[src/rcl_defs.vh]
// constants for the reset configuration byte loader
`ifndef RCL_DEFS_VH
`define RCL_DEFS_VH
`define RCL_CFG_ADDR 24'hfff3
`define RCL_OPT_LO 24'hffa0
`define RCL_OPT_HI 24'hffc3
`define RCL_OPT_LAST 6'd35
`define RCL_OFF_CFG 12'h000
`define RCL_OFF_STAT 12'h004
`define RCL_OFF_OPTADDR 12'h008
`define RCL_OFF_OPTDATA 12'h00c
`define RCL_BIT_RESET_PULSE_LENGTH_SEL 7
`define RCL_BIT_TOG 6
`define RCL_BIT_MODE 4
`define RCL_BIT_FROM 3
`define RCL_BIT_ONCHIP_ROM_SELECT 2
`define RCL_BIT_ONCHIP_RAM_ENABLE 1
`define RCL_BIT_ONCHIP_CPU_ENABLE 0
`define RCL_CFG_RST 8'h00
`define RCL_LONG_CYC 13'd4095
`define RCL_SHORT_CYC 13'd16
`endif

[src/rcl_loader.v]
// reset configuration byte loader with apb access to the configuration register
//
// Function
// - each rising edge of the external reset line while no fetch runs fetches the byte at 00fff3h into the config register.
// - the fetch uses internal rom when the strap is low and the external bus when it is high.
// - after an internal reset a reset pulse is driven out, 4095 clocks long when the length bit is 1, else 16.
// - with strap high the first pulse after power-on is short and later ones follow the length bit.
// - with strap low every pulse is long.
// - the shared pins are in bus mode unless pin mode is set or toggle is set with the strap high.
// - program storage is internal rom, test rom or the external bus according to the two rom bits.
// - the hardware option bytes 00ffa0h to 00ffc3h cannot be changed by software.
//
// register map, one aligned word per register on the apb side:
//   0x000 config register, read/write between reset releases
//   0x004 status, read only: {pulse active, loaded, fetched over bus, bus mode, storage select}
//   0x008 option index, 0 to 35
//   0x00c option data, read only: a read returns the byte of the previous fetch
//         and starts a fetch of the indexed byte, so software reads it twice
//   any other offset answers with pslverr and reads as zero
// limitation: software writes that land while a fetch runs are dropped, the fetch wins
// the fetch waits on mem_ack with no timeout, so storage that never answers stalls it
// the strap pin passes two flops, so it must settle before the reset line rises
//
// The register addresses and the APB slave port were chosen for this implementation.
`timescale 1ns/1ns
`include "rcl_defs.vh"
module rcl_loader #(
    parameter LONG_CYC = 4095,
    parameter SHORT_CYC = 16
) (
    input wire ref_clk,
    input wire nrst,
    input wire reset_line_in,
    output reg reset_line_oe,
    input wire internal_reset_req,
    input wire strap_select,
    output reg [23:0] mem_addr,
    output reg mem_rd_int,
    output reg mem_rd_ext,
    input wire mem_ack,
    input wire [7:0] mem_rdata,
    output wire bus_mode,
    output wire [1:0] storage_sel,
    output wire onchip_ram_enable,
    output wire onchip_cpu_enable,
    input wire psel,
    input wire penable,
    input wire pwrite,
    input wire [11:0] paddr,
    input wire [31:0] pwdata,
    output reg [31:0] prdata,
    output wire pready,
    output wire pslverr
);
    // fetch sequencer states
    localparam ST_IDLE = 2'd0;
    localparam ST_FETCH = 2'd1;
    localparam ST_OPT = 2'd2;
    // pulse lengths cut to the counter width on purpose
    localparam [12:0] LONG_N = LONG_CYC[12:0];
    localparam [12:0] SHORT_N = SHORT_CYC[12:0];

    // synchronised pins and edge history
    reg [1:0] rst_sync_ff;
    reg [1:0] strap_sync_ff;
    reg rst_prev_ff;

    // config register and fetch sequencer
    reg [7:0] cfg_ff;
    reg [1:0] state_ff;
    reg fetch_ext_ff;
    reg loaded_ff;

    // outgoing reset pulse
    reg [12:0] pulse_cnt_ff;
    reg first_pulse_ff;

    // option byte read port
    reg [5:0] opt_idx_ff;
    reg [7:0] opt_data_ff;

    // synchronised pin levels; only the second stage is read
    wire rst_line = rst_sync_ff[1];
    wire strap = strap_sync_ff[1];
    // reset line release, seen in the same cycle the synchroniser output rises
    wire rise = rst_line & ~rst_prev_ff;
    // apb decode
    wire wr = psel & penable & pwrite;
    wire rd = psel & ~pwrite;
    wire opt_rd_access = psel & penable & ~pwrite & (paddr == `RCL_OFF_OPTDATA);
    wire hit = (paddr == `RCL_OFF_CFG) | (paddr == `RCL_OFF_STAT) |
               (paddr == `RCL_OFF_OPTADDR) | (paddr == `RCL_OFF_OPTDATA);
    // an index past the last option byte fetches nothing
    wire opt_valid = (opt_idx_ff <= `RCL_OPT_LAST);

    // two-flop synchronisers for pins
    always @(posedge ref_clk or negedge nrst) begin
        if (!nrst) begin
            rst_sync_ff <= 2'b00;
            strap_sync_ff <= 2'b00;
            rst_prev_ff <= 1'b0;
        end else begin
            rst_sync_ff <= {rst_sync_ff[0], reset_line_in};
            strap_sync_ff <= {strap_sync_ff[0], strap_select};
            rst_prev_ff <= rst_line;
        end
    end

    // mode decode from config bits
    assign bus_mode = ~cfg_ff[`RCL_BIT_MODE] & ~(cfg_ff[`RCL_BIT_TOG] & strap);
    // 2'd0 internal rom, 2'd1 test rom, 2'd2 external bus
    assign storage_sel = ~cfg_ff[`RCL_BIT_ONCHIP_ROM_SELECT] ? 2'd2 :
                         (cfg_ff[`RCL_BIT_FROM] ? 2'd0 : 2'd1);
    // enables pass straight through from the config bits
    assign onchip_ram_enable = cfg_ff[`RCL_BIT_ONCHIP_RAM_ENABLE];
    assign onchip_cpu_enable = cfg_ff[`RCL_BIT_ONCHIP_CPU_ENABLE];
    // an option read that arrives while an option fetch runs waits; the ack ends the wait
    assign pready = ~(opt_rd_access & (state_ff == ST_OPT)) | mem_ack;
    // unmapped offsets are refused
    assign pslverr = psel & penable & ~hit;

    // fetch sequencer, option read port and config register
    always @(posedge ref_clk or negedge nrst) begin
        if (!nrst) begin
            state_ff <= ST_IDLE;
            cfg_ff <= `RCL_CFG_RST;
            mem_addr <= 24'h000000;
            mem_rd_int <= 1'b0;
            mem_rd_ext <= 1'b0;
            fetch_ext_ff <= 1'b0;
            loaded_ff <= 1'b0;
            opt_idx_ff <= 6'h00;
            opt_data_ff <= 8'h00;
        end else begin
            // in idle the reset line release takes priority over any bus request; a release during a fetch is dropped
            case (state_ff)
                ST_IDLE: begin
                    if (rise) begin
                        // strap sampled at the release picks the source
                        state_ff <= ST_FETCH;
                        mem_addr <= `RCL_CFG_ADDR;
                        fetch_ext_ff <= strap;
                        mem_rd_int <= ~strap;
                        mem_rd_ext <= strap;
                    end else if (opt_rd_access & opt_valid) begin
                        // option bytes are read-only; no write path exists
                        state_ff <= ST_OPT;
                        mem_addr <= `RCL_OPT_LO + {18'h00000, opt_idx_ff};
                        mem_rd_int <= ~bus_mode;
                        mem_rd_ext <= bus_mode;
                    end else if (wr & (paddr == `RCL_OFF_CFG)) begin
                        cfg_ff <= pwdata[7:0];
                    end else if (wr & (paddr == `RCL_OFF_OPTADDR)) begin
                        opt_idx_ff <= pwdata[5:0];
                    end
                end
                ST_FETCH: begin
                    // config byte lands when storage answers
                    if (mem_ack) begin
                        cfg_ff <= mem_rdata;
                        loaded_ff <= 1'b1;
                        mem_rd_int <= 1'b0;
                        mem_rd_ext <= 1'b0;
                        state_ff <= ST_IDLE;
                    end
                end
                ST_OPT: begin
                    // option byte lands; the next read returns it
                    if (mem_ack) begin
                        opt_data_ff <= mem_rdata;
                        mem_rd_int <= 1'b0;
                        mem_rd_ext <= 1'b0;
                        state_ff <= ST_IDLE;
                    end
                end
                default: begin
                    // unused code returns to idle
                    state_ff <= ST_IDLE;
                end
            endcase
        end
    end

    // reset pulse generator; strap read live so the power-on rule tracks it
    // a request while a pulse runs is ignored; a count of zero marks idle
    // the power-on flag clears on the first pulse whatever the strap reads
    always @(posedge ref_clk or negedge nrst) begin
        if (!nrst) begin
            pulse_cnt_ff <= 13'd0;
            reset_line_oe <= 1'b0;
            first_pulse_ff <= 1'b1;
        end else if (internal_reset_req & (pulse_cnt_ff == 13'd0)) begin
            reset_line_oe <= 1'b1;
            first_pulse_ff <= 1'b0;
            if (!strap)
                pulse_cnt_ff <= LONG_N;
            else if (first_pulse_ff)
                pulse_cnt_ff <= SHORT_N;
            else
                pulse_cnt_ff <= cfg_ff[`RCL_BIT_RESET_PULSE_LENGTH_SEL] ? LONG_N : SHORT_N;
        end else if (pulse_cnt_ff != 13'd0) begin
            pulse_cnt_ff <= pulse_cnt_ff - 13'd1;
            reset_line_oe <= (pulse_cnt_ff != 13'd1);
        end
    end

    // apb read mux, registered on every read cycle so the access phase sees the setup value
    always @(posedge ref_clk or negedge nrst) begin
        if (!nrst) begin
            prdata <= 32'h00000000;
        end else if (rd) begin
            case (paddr)
                `RCL_OFF_CFG: prdata <= {24'h000000, cfg_ff};
                `RCL_OFF_STAT: prdata <= {26'h0, reset_line_oe, loaded_ff, fetch_ext_ff, bus_mode, storage_sel};
                `RCL_OFF_OPTADDR: prdata <= {26'h0, opt_idx_ff};
                `RCL_OFF_OPTDATA: prdata <= {24'h000000, opt_data_ff};
                default: prdata <= 32'h00000000;
            endcase
        end
    end
endmodule

[config.mk]
export PLATFORM = sky130hd
export DESIGN_NAME = rcl_loader
export DESIGN_NICKNAME = d
export VERILOG_FILES = /design/src/rcl_loader.v
export VERILOG_INCLUDE_DIRS = /design/src
export SDC_FILE = /design/constraint.sdc
export NUM_CORES = 1
export LEC_CHECK = 0
export BUFFER_PORTS_ARGS = -buffer_cell sky130_fd_sc_hd__buf_2
export CORE_ASPECT_RATIO = 0.5
export CORE_UTILIZATION = 42
export DETAILED_ROUTE_END_ITERATION = 7
export PLACE_DENSITY_LB_ADDON = 0.15
export SKIP_CTS_REPAIR_TIMING = 1
export SLEW_MARGIN = 0
export SYNTH_ARGS = -nofsm -noshare
export SYNTH_HDL_FRONTEND = slang
export SYNTH_SLANG_ARGS = --single-unit
[constraint.sdc]
create_clock -name ref_clk -period 2.7 [get_ports ref_clk]
set_clock_uncertainty 0.2 [all_clocks]
set_input_delay 0 -clock ref_clk [delete_from_list [all_inputs] [get_ports ref_clk]]
set_output_delay 0 -clock ref_clk [all_outputs]
set_load 0.01 [all_outputs]
==> run_results.csv, run 1 <==
group,metric,value,unit
run_status,status,"finished, final reports clean",
detailed_routing,vias_per_cell,4.94,
global_route,grt_first_pass_wirelength,11.9,mm
detailed_routing,wl_met2,3.68,mm
detailed_routing,wl_met1,3.30,mm
synthesis,synthTopCellsByArea,"dfrtp_1, buf_4, mux2_2, mux4_2, nand2_1",
critical_path,critPathMaxFanout,11,
die,initial_core_util,44.7,%
global_route,grt_start_max_net_pins,65,
global_route,first_global_vias,2349,
layout,final_common_cell,"buf_2",
die,dieArea,0.00841,mm^2
global_route,gr-usage-all-layers,19.5,%
detailed_routing,drc,0,
synthesis,seq_area_frac_synth,47.6,%
power_and_ir_drop,switching_power,789,uW
layout,final_cells,507,
synthesis,avgSynthCellArea,11.1,um^2
power_and_ir_drop,leakage,1.90,nW
sta,slew_viol_final,0,
sta,finalCriticalPeriod,2.37,ns
clock_tree,cts-buffers-inserted,9,
power_and_ir_drop,ir_drop,0.332,mV
layout,multiInputGateArea,0.00152,mm^2
clock_tree,cts.sinks,64,
die,die_height,65.3,um
sta,rsz0062_at_grt,"no",
detailed_routing,ant_nets,0,
synthesis,synthDominantCellAreaShare,46.8,%
die,die_w,129,um
layout,drive_above_1_share,33.1,%
sta,maxSlewHeadroom,46.5,%
critical_path,criticalPathCategory,"reg -> reg",
synthesis,yosys.cell_types.count,48,
sta,setup-tns-final,0,ns
placed_design,placed_cells,470,
die,io_pins,127,
critical_path,crit_path_end_kind,"register",
global_route,grt-ovfl-total,0,
layout,layout_common_cells,"buf_2, dfrtp_1, conb_1, nand2_1, mux2_2",
die,core,0.00754,mm^2
clock_tree,cts_tree,"done",
critical_path,worstSetupStartpointType,"register",
layout,layout.area.seq,0.00160,mm^2
power_and_ir_drop,clkPwrFrac,37.2,%
detailed_routing,drt-total-wl,7.54,mm
clock_tree,path_clk_slew,0.05,ns
detailed_routing,drtIter0Drc,140,
power_and_ir_drop,p_per_area,681,mW/mm^2
power_and_ir_drop,p_sw_share,27.8,%
synthesis,synth_seq_cells,64,
layout,fill_cells,639,
die,std_cell_rows,22,
global_route,antenna_found_initial,0,
synthesis,ys.warnings.count,0,
synthesis,synthCells,303,
detailed_routing,top_layer,"met4",
sta,hold_violations,0,
synthesis,netlist_area,0.00337,mm^2
layout,diodes,0,
power_and_ir_drop,combPwrFrac,22.9,%
detailed_routing,vias,2506,
power_and_ir_drop,internal_power,2.05,mW
critical_path,arrival,2.42,ns
synthesis,synth-main-ff-cell,"dfrtp_1",
layout,syn_to_final_growth,23.6,%
clock_tree,htree_levels,3,
synthesis,async_reset_ff_share,100,%
critical_path,worst_ep_required_time,2.75,ns
flow_run,maxCapViolCount,0,
sta,tightest_slew,0.802,ns
clock_tree,clock_latency,0.33,ns
clock_tree,clk_root_buffer_cell,"clkbuf_16",
placed_design,place_congestion,0.805,
detailed_routing,met3_length,452,um
synthesis,synth_enable_flop_cells,0,
placed_design,dpl.hpwl,5.36,mm
min_path,hp-class,"in -> reg",
sta,clock.fmax,0.421,GHz
synthesis,synth_top_cell_by_area,"dfrtp_1",
detailed_routing,wl_per_cell,14.9,um
sta,fin_crit_sh,87.9,%
placed_design,portBuffers,70,
sta,setup_viol,0,
layout,fin_nets,461,
clock_tree,cts.path.max_buffers,2,
detailed_routing,first_pass_iters,4,
power_and_ir_drop,sequentialPowerShare,39.8,%
## area by class of cell
type                            instances  share of cell area (%)
Sequential cell                        64                    38.5
Multi-Input combinational cell        214                    36.5
Timing Repair Buffer                   97                    14.5
Clock buffer                           16                    6.52
Tap cell                              108                    3.25
Inverter                                8                   0.721
## kinds of logic after synthesis
| group | count (synthesis) | synth area share, % |
|---|---|---|
| AND/OR/NAND/NOR | 88 | 14.1 |
| AO/OA/AOI/OAI | 41 | 8.21 |
| other | 1 | 0.111 |
| flip-flops | 64 | 47.6 |
| adder cells (fa/ha/maj) | 6 | 2.23 |
| multiplexers | 41 | 15.4 |
| XOR/XNOR | 6 | 1.56 |
| buffers and inverters | 56 | 10.8 |
## power groups by stage
| stage | Sequential [mW] | Clock [mW] | Combinational, mW |
|---|---|---|---|
| CTS | 1.13 | 1.09 | 0.630 |
| finish | 1.13 | 1.05 | 0.650 |
| global route | 1.14 | 1.14 | 0.710 |
| detailed placement | 1.14 | 0 | 0.628 |
| global placement | 1.14 | 0 | 0.611 |
| floorplan | 1.13 | 0 | 0.446 |
## metal layers
metal,vias to the layer above,global-route usage [%]
li1,1180,-
met3,11,7.33
met4,0,6.91
met1,1233,23.9
met5,-,0
met2,82,31.9
## sequential cells by signal, indices dropped and copies added (netlist names), 2 cells and up
signal	flops
cfg_ff	8
mem_addr	8
opt_data_ff	8
pulse_cnt_ff	13
opt_idx_ff	6
strap_sync_ff	2
rst_sync_ff	2
prdata	8
state_ff	2
## metrics by stage
| stage | total power, mW | hold slack [ns] | setup WS, ns | area, um^2 | util [%] |
|---|---|---|---|---|---|
| 2_1_floorplan | 1.58 | -0.496 | 0.458 | 3490 | - |
| 3_3_place_gp | 1.75 | -0.0924 | 0.340 | 3680 | 48.8 |
| 3_5_place_dp | 1.77 | -0.0903 | 0.308 | 3680 | 48.8 |
| 4_1_cts | 2.85 | -0.438 | 0.293 | 3950 | 52.4 |
| 5_1_grt | 2.99 | 0.0471 | 0.0908 | 4160 | 55.2 |
| 6_report | 2.83 | 0.0384 | 0.327 | 4160 | 55.2 |
## Yosys cell counts (all sizes together), types with 7 or more instances
master  number
nor3         7
mux2        28
o21ai       12
nand2       31
nor2        11
inv          8
dfrtp       63
nand3        9
clkbuf       7
a21oi        9
mux2i        7
buf         41
or3          9
## path summary, 6_finish.rpt
kind                                                     to  cells past startpoint                        start  slack, ns
worst max-delay path            pulse_cnt_ff[1]$_DFFE_PN0P_                      6  pulse_cnt_ff[1]$_DFFE_PN0P_       0.33
worst min register to register   strap_sync_ff[1]$_DFF_PN0_                      0   strap_sync_ff[0]$_DFF_PN0_       0.14
worst max register to register  pulse_cnt_ff[1]$_DFFE_PN0P_                      6  pulse_cnt_ff[1]$_DFFE_PN0P_       0.33
min in group asynchronous            mem_rd_int$_DFFE_PN0P_                      3                         nrst       0.18
max in group asynchronous         opt_idx_ff[0]$_DFFE_PN0P_                      3                         nrst       1.60
worst min-delay path                mem_addr[3]$_DFFE_PN0P_                      4                       pwrite       0.04
## worst max-delay path: stages, from the launching register on
cell     delay [ns]
dfrtp_1        0.43
inv_1          0.10
ha_1           0.23
or3b_2         0.53
nor4_4         0.17
nand3_1        0.36
a31oi_1        0.27
Note: power is estimated with default switching activity, not from simulation.
==> run 2, diff against run 1 <==
==> constraint.sdc (replaced) <==
create_clock -name ref_clk -period 2.7 [get_ports ref_clk]
set_clock_uncertainty 0.2 [all_clocks]
set_input_delay 0.135 -clock ref_clk [delete_from_list [all_inputs] [get_ports ref_clk]]
set_output_delay 0.135 -clock ref_clk [all_outputs]
set_load 0.01 [all_outputs]
==> run 2 against run 1 <==
  * Critical path type unchanged
  * Critical endpoint unchanged
  * First-iteration DRC count is 19% higher
  * Flip-flop and latch count stayed put
  * Critical path depth is the same
  * Total power fell by 0.99%
  * Register-to-register slack got worse by 0.04 ns
  * Largest cell class unchanged
==> run_results.csv, run 2 (synthesis results as in run 1) <==
group,metric,value,unit
run_status,status,"finished, final reports clean",
clock_tree,clock_latency,0.34,ns
detailed_routing,drtIter0Drc,166,
die,die_height,65.3,um
die,initial_core_util,44.7,%
power_and_ir_drop,internal_power,2.01,mW
die,std_cell_rows,22,
critical_path,crit_path_end_kind,"register",
sta,tightest_slew,0.585,ns
global_route,first_global_vias,2446,
placed_design,portBuffers,70,
critical_path,worstSetupStartpointType,"register",
sta,hold_slack,0.0458,ns
die,die_w,129,um
global_route,grt_start_max_net_pins,26,
layout,final_cells,508,
detailed_routing,wl_met1,3.41,mm
layout,top_register,"pulse_cnt_ff",
detailed_routing,drc,0,
layout,largest_register_ffs,13,
global_route,antenna_found_initial,0,
layout,diodes,0,
placed_design,place_congestion,0.806,
sta,maxSlewHeadroom,61.0,%
clock_tree,htree_levels,3,
power_and_ir_drop,switching_power,794,uW
sta,rsz0062_at_grt,"no",
critical_path,reg2regPathDepth,6,
power_and_ir_drop,p_total,2.81,mW
detailed_routing,vias_per_cell,4.88,
power_and_ir_drop,sequentialPowerShare,40.1,%
placed_design,placed_cells,471,
global_route,gr-usage-all-layers,19.8,%
power_and_ir_drop,clkPwrFrac,36.9,%
power_and_ir_drop,ir_drop,0.358,mV
die,core,0.00754,mm^2
clock_tree,cts.path.max_buffers,2,
die,dieArea,0.00841,mm^2
detailed_routing,wl_per_cell,15.0,um
sta,setup_viol,0,
placed_design,dpl.hpwl,5.49,mm
die,io_pins,127,
detailed_routing,met3_length,426,um
clock_tree,cts_tree,"done",
clock_tree,path_clk_slew,0.05,ns
critical_path,worst_ep_required_time,2.75,ns
clock_tree,clk_root_buffer_cell,"clkbuf_16",
detailed_routing,top_layer,"met4",
sta,clock.fmax,0.414,GHz
flow_run,maxCapViolCount,0,
sta,hold_violations,0,
clock_tree,cts.sinks,64,
power_and_ir_drop,combPwrFrac,23.0,%
sta,slew_viol_final,0,
detailed_routing,ant_nets,0,
sta,setup-tns-final,0,ns
sta,finalCriticalPeriod,2.42,ns
layout,final_common_cell,"buf_2",
global_route,grt_first_pass_wirelength,12.1,mm
detailed_routing,first_pass_iters,4,
layout,drive_above_1_share,34.0,%
detailed_routing,wl_met2,3.65,mm
power_and_ir_drop,leakage,1.91,nW
critical_path,critPathMaxFanout,11,
detailed_routing,drt-total-wl,7.60,mm
power_and_ir_drop,p_sw_share,28.3,%
layout,layout_common_cells,"buf_2, dfrtp_1, conb_1, nand2_1, mux2_2",
global_route,grt-ovfl-total,0,
sta,fin_crit_sh,89.5,%
clock_tree,cts-buffers-inserted,9,
layout,fill_cells,661,
min_path,hp-class,"in -> async",
layout,syn_to_final_growth,23.7,%
detailed_routing,vias,2477,
layout,fin_nets,462,
critical_path,arrival,2.47,ns
power_and_ir_drop,p_per_area,673,mW/mm^2
critical_path,criticalPathCategory,"reg -> reg",
run 2: cell count changes in the layout (fill, tap and decap cells not counted):
cell / before / now
clkbuf_8: 2 / 1
clkbuf_1: 5 / 2
buf_4: 6 / 7
clkinv_2: 0 / 4
run 2: cell type report:
cell class	count	area, um^2	share of cell area, %
sequential	64	1600	38.5
multi-input combinational	214	1520	36.5
inverter	8	30.0	0.721
timing repair buffer	98	613	14.7
clock inverter	4	20.0	0.480
clock buffer	12	246	5.92
tap	108	135	3.24
run 2: worst max-delay path, stage by stage, from the launching register on:
cell and delay, ns:
dfrtp_1 0.44, inv_1 0.10, ha_1 0.23, or3b_2 0.53, nor4_4 0.18, nand3_1 0.38, a31oi_1 0.28
run 2: power by group through the flow:
stage	sequential, mW	combinational [mW]	clock (mW)
finish	1.13	0.644	1.04
global route	1.14	0.712	1.11
CTS	1.12	0.624	1.07
detailed placement	1.14	0.620	0
global placement	1.14	0.612	0
floorplan	1.13	0.446	0
run 2: metal layers:
metal	vias up	track usage, %
met3	13	7.17
met4	0	7.65
met1	1210	23.7
met5	-	0
li1	1182	-
met2	72	33.1
run 2: stage by stage:
step | worst slack, ns | instance area [um^2] | util [%]
after floorplan | 0.458 | 3490 | -
after detailed placement | 0.280 | 3690 | 48.9
after global placement | 0.330 | 3690 | 48.9
after global routing | 0.0435 | 4170 | 55.2
final | 0.284 | 4170 | 55.2
after CTS | 0.261 | 3960 | 52.5
run 2: path summary, 6_finish.rpt:
kind / from / to / slack [ns]
worst max-delay path: pulse_cnt_ff[1]$_DFFE_PN0P_ / pulse_cnt_ff[1]$_DFFE_PN0P_ / 0.28
worst min-delay path: nrst / mem_rd_ext$_DFFE_PN0P_ / 0.05
worst max register to register: pulse_cnt_ff[1]$_DFFE_PN0P_ / pulse_cnt_ff[1]$_DFFE_PN0P_ / 0.28
worst min register to register: strap_sync_ff[0]$_DFF_PN0_ / strap_sync_ff[1]$_DFF_PN0_ / 0.15
max in group asynchronous: nrst / first_pulse_ff$_DFFE_PN1P_ / 1.55
min in group ref_clk: strap_sync_ff[0]$_DFF_PN0_ / strap_sync_ff[1]$_DFF_PN0_ / 0.15
==> run 3, diff against run 2 <==
==> constraint.sdc (replaced) <==
create_clock -name ref_clk -period 3 [get_ports ref_clk]
set_clock_uncertainty 0.2 [all_clocks]
set_input_delay 0.15 -clock ref_clk [delete_from_list [all_inputs] [get_ports ref_clk]]
set_output_delay 0.15 -clock ref_clk [all_outputs]
set_load 0.01 [all_outputs]
==> run 3 against run 2 <==
  * The run now ends with negative hold slack left
  * Final cell count fell by 0.79%
  * Critical path depth rose by 2
  * Maximum frequency rose by 2.9%
  * Combinational power fell by 11%
  * Critical path type unchanged
  * Largest cell class unchanged
  * Largest power group unchanged
  * Highest routed layer unchanged
==> run_results.csv, run 3 (synthesis results as in run 1) <==
group,metric,value,unit
run_status,status,"complete, but fails checks",
run_status,failed_checks,"negative hold slack",
critical_path,criticalPathCategory,"reg -> reg",
clock_tree,path_clk_slew,0.05,ns
critical_path,crit_path_end_kind,"register",
sta,setup_viol,0,
die,core,0.00754,mm^2
layout,syn_to_final_growth,22.9,%
global_route,gr-usage-all-layers,19.2,%
detailed_routing,drtIter0Drc,95,
min_path,hp-class,"in -> reg",
critical_path,r2r_end,"pulse_cnt_ff[0]$_DFFE_PN0P_",
sta,finalCriticalPeriod,2.35,ns
placed_design,portBuffers,70,
clock_tree,cts.sinks,64,
critical_path,path_cells,"inv_1 -> ha_1 -> or3b_2 -> nor4_4 -> buf_4 -> nor2b_1 -> nand2_1 -> o211ai_1",
placed_design,place_congestion,0.796,
die,std_cell_rows,22,
layout,top_register,"pulse_cnt_ff",
detailed_routing,vias_per_cell,4.88,
sta,tightest_slew,0.582,ns
layout,drive_above_1_share,33.1,%
sta,clock.fmax,0.426,GHz
critical_path,r2r_start,"pulse_cnt_ff[0]$_DFFE_PN0P_",
die,dieArea,0.00841,mm^2
die,die_height,65.3,um
detailed_routing,drc,0,
detailed_routing,wl_per_cell,14.8,um
critical_path,reg2regPathDepth,8,
sta,rsz0062_at_grt,"no",
clock_tree,cts_tree,"done",
sta,slew_viol_final,0,
layout,fin_nets,459,
critical_path,worstSetupStartpoint,"pulse_cnt_ff[0]$_DFFE_PN0P_",
layout,largest_register_ffs,13,
global_route,grt-ovfl-total,0,
power_and_ir_drop,ir_drop,0.286,mV
layout,final_common_cell,"buf_2",
clock_tree,htree_levels,3,
layout,final_util,54.9,%
layout,diodes,0,
sta,fin_crit_sh,78.3,%
min_path,whs_path_depth,3,
detailed_routing,first_pass_iters,4,
critical_path,worst_ep_required_time,3.04,ns
detailed_routing,vias,2460,
flow_run,maxCapViolCount,0,
sta,hold_slack,-0.00711,ns
sta,setup-tns-final,0,ns
clock_tree,cts-buffers-inserted,9,
global_route,grt_first_pass_wirelength,11.9,mm
power_and_ir_drop,leakage,1.89,nW
critical_path,r2r_slack,0.65,ns
placed_design,dpl.hpwl,5.35,mm
power_and_ir_drop,p_per_area,611,mW/mm^2
critical_path,crit_slowest_cell,"or3b_2",
clock_tree,clock_latency,0.33,ns
die,die_w,129,um
die,io_pins,127,
layout,fill_cells,644,
critical_path,slowest_delay,0.53,ns
critical_path,worstSetupStartpointType,"register",
global_route,antenna_found_initial,0,
die,initial_core_util,44.7,%
critical_path,arrival,2.39,ns
global_route,grt_start_max_net_pins,49,
global_route,first_global_vias,2363,
critical_path,setup.worst_path.end,"pulse_cnt_ff[0]$_DFFE_PN0P_",
detailed_routing,drt-total-wl,7.48,mm
sta,maxSlewHeadroom,60.6,%
clock_tree,clk_root_buffer_cell,"clkbuf_16",
detailed_routing,ant_nets,0,
sta,hold_violations,1,
clock_tree,cts.path.max_buffers,2,
layout,layout_common_cells,"buf_2, dfrtp_1, conb_1, nand2_1, mux2_2",
critical_path,critPathMaxFanout,9,
[run 3: changes by cell type in the layout (fill, tap and decap cells not counted)]
cell / before / now
clkinv_2: 4 / 0
buf_4: 7 / 5
dlygate4sd3_1: 21 / 20
clkbuf_8: 1 / 2
clkbuf_1: 2 / 4
[run 3: area by class of cell]
class / count / area [um^2] / area share (%)
sequential: 64 / 1600 / 38.7
multi-input combinational: 214 / 1520 / 36.7
timing repair buffer: 95 / 588 / 14.2
clock buffer: 15 / 268 / 6.46
tap: 108 / 135 / 3.26
inverter: 8 / 30.0 / 0.725
[run 3: worst min path at each step]
stage,from,to,slack [ns]
global placement,nrst,mem_rd_int$_DFFE_PN0P_,-0.12
finish,pwdata[6],cfg_ff[6]$_DFFE_PN0P_,-0.007
CTS,nrst,mem_rd_ext$_DFFE_PN0P_,-0.47
floorplan,nrst,cfg_ff[0]$_DFFE_PN0P_,-0.35
global route,pwdata[6],cfg_ff[6]$_DFFE_PN0P_,0.002
detailed placement,nrst,mem_rd_ext$_DFFE_PN0P_,-0.11
[run 3: report_power, final]
part           leakage [nW]  switching, mW  total, mW  internal (mW)
registers             0.767         0.0624       1.02          0.953
clock network         0.130          0.341      0.941          0.600
logic                 0.989          0.296      0.576          0.280
total                  1.89          0.699       2.53           1.83
[run 3: stage by stage]
stage | instances | power (mW) | setup slack, ns | cell area [um^2]
4_1_cts | 484 | 2.54 | 0.634 | 3940
2_1_floorplan | 334 | 1.42 | 0.758 | 3490
5_1_grt | 504 | 2.66 | 0.472 | 4140
6_report | 504 | 2.53 | 0.652 | 4140
3_3_place_gp | 469 | 1.57 | 0.696 | 3670
3_5_place_dp | 469 | 1.58 | 0.650 | 3670
[run 3: worst max-delay path, delay by kind of cell (launching register included)]
| family | cells | cell delay [ns] |
|---|---|---|
| buffers and inverters | 2 | 0.30 |
| AND/OR/NAND/NOR | 4 | 0.97 |
| adder cells (fa/ha/maj) | 1 | 0.23 |
| AO/OA/AOI/OAI | 1 | 0.09 |
| flip-flops | 1 | 0.47 |
[run 3: per-layer routing]
layer,wire length (um),track usage (%)
met4,87,5.74
met5,0,0
met1,3450,24.6
met2,3590,31.4
met3,363,6.19
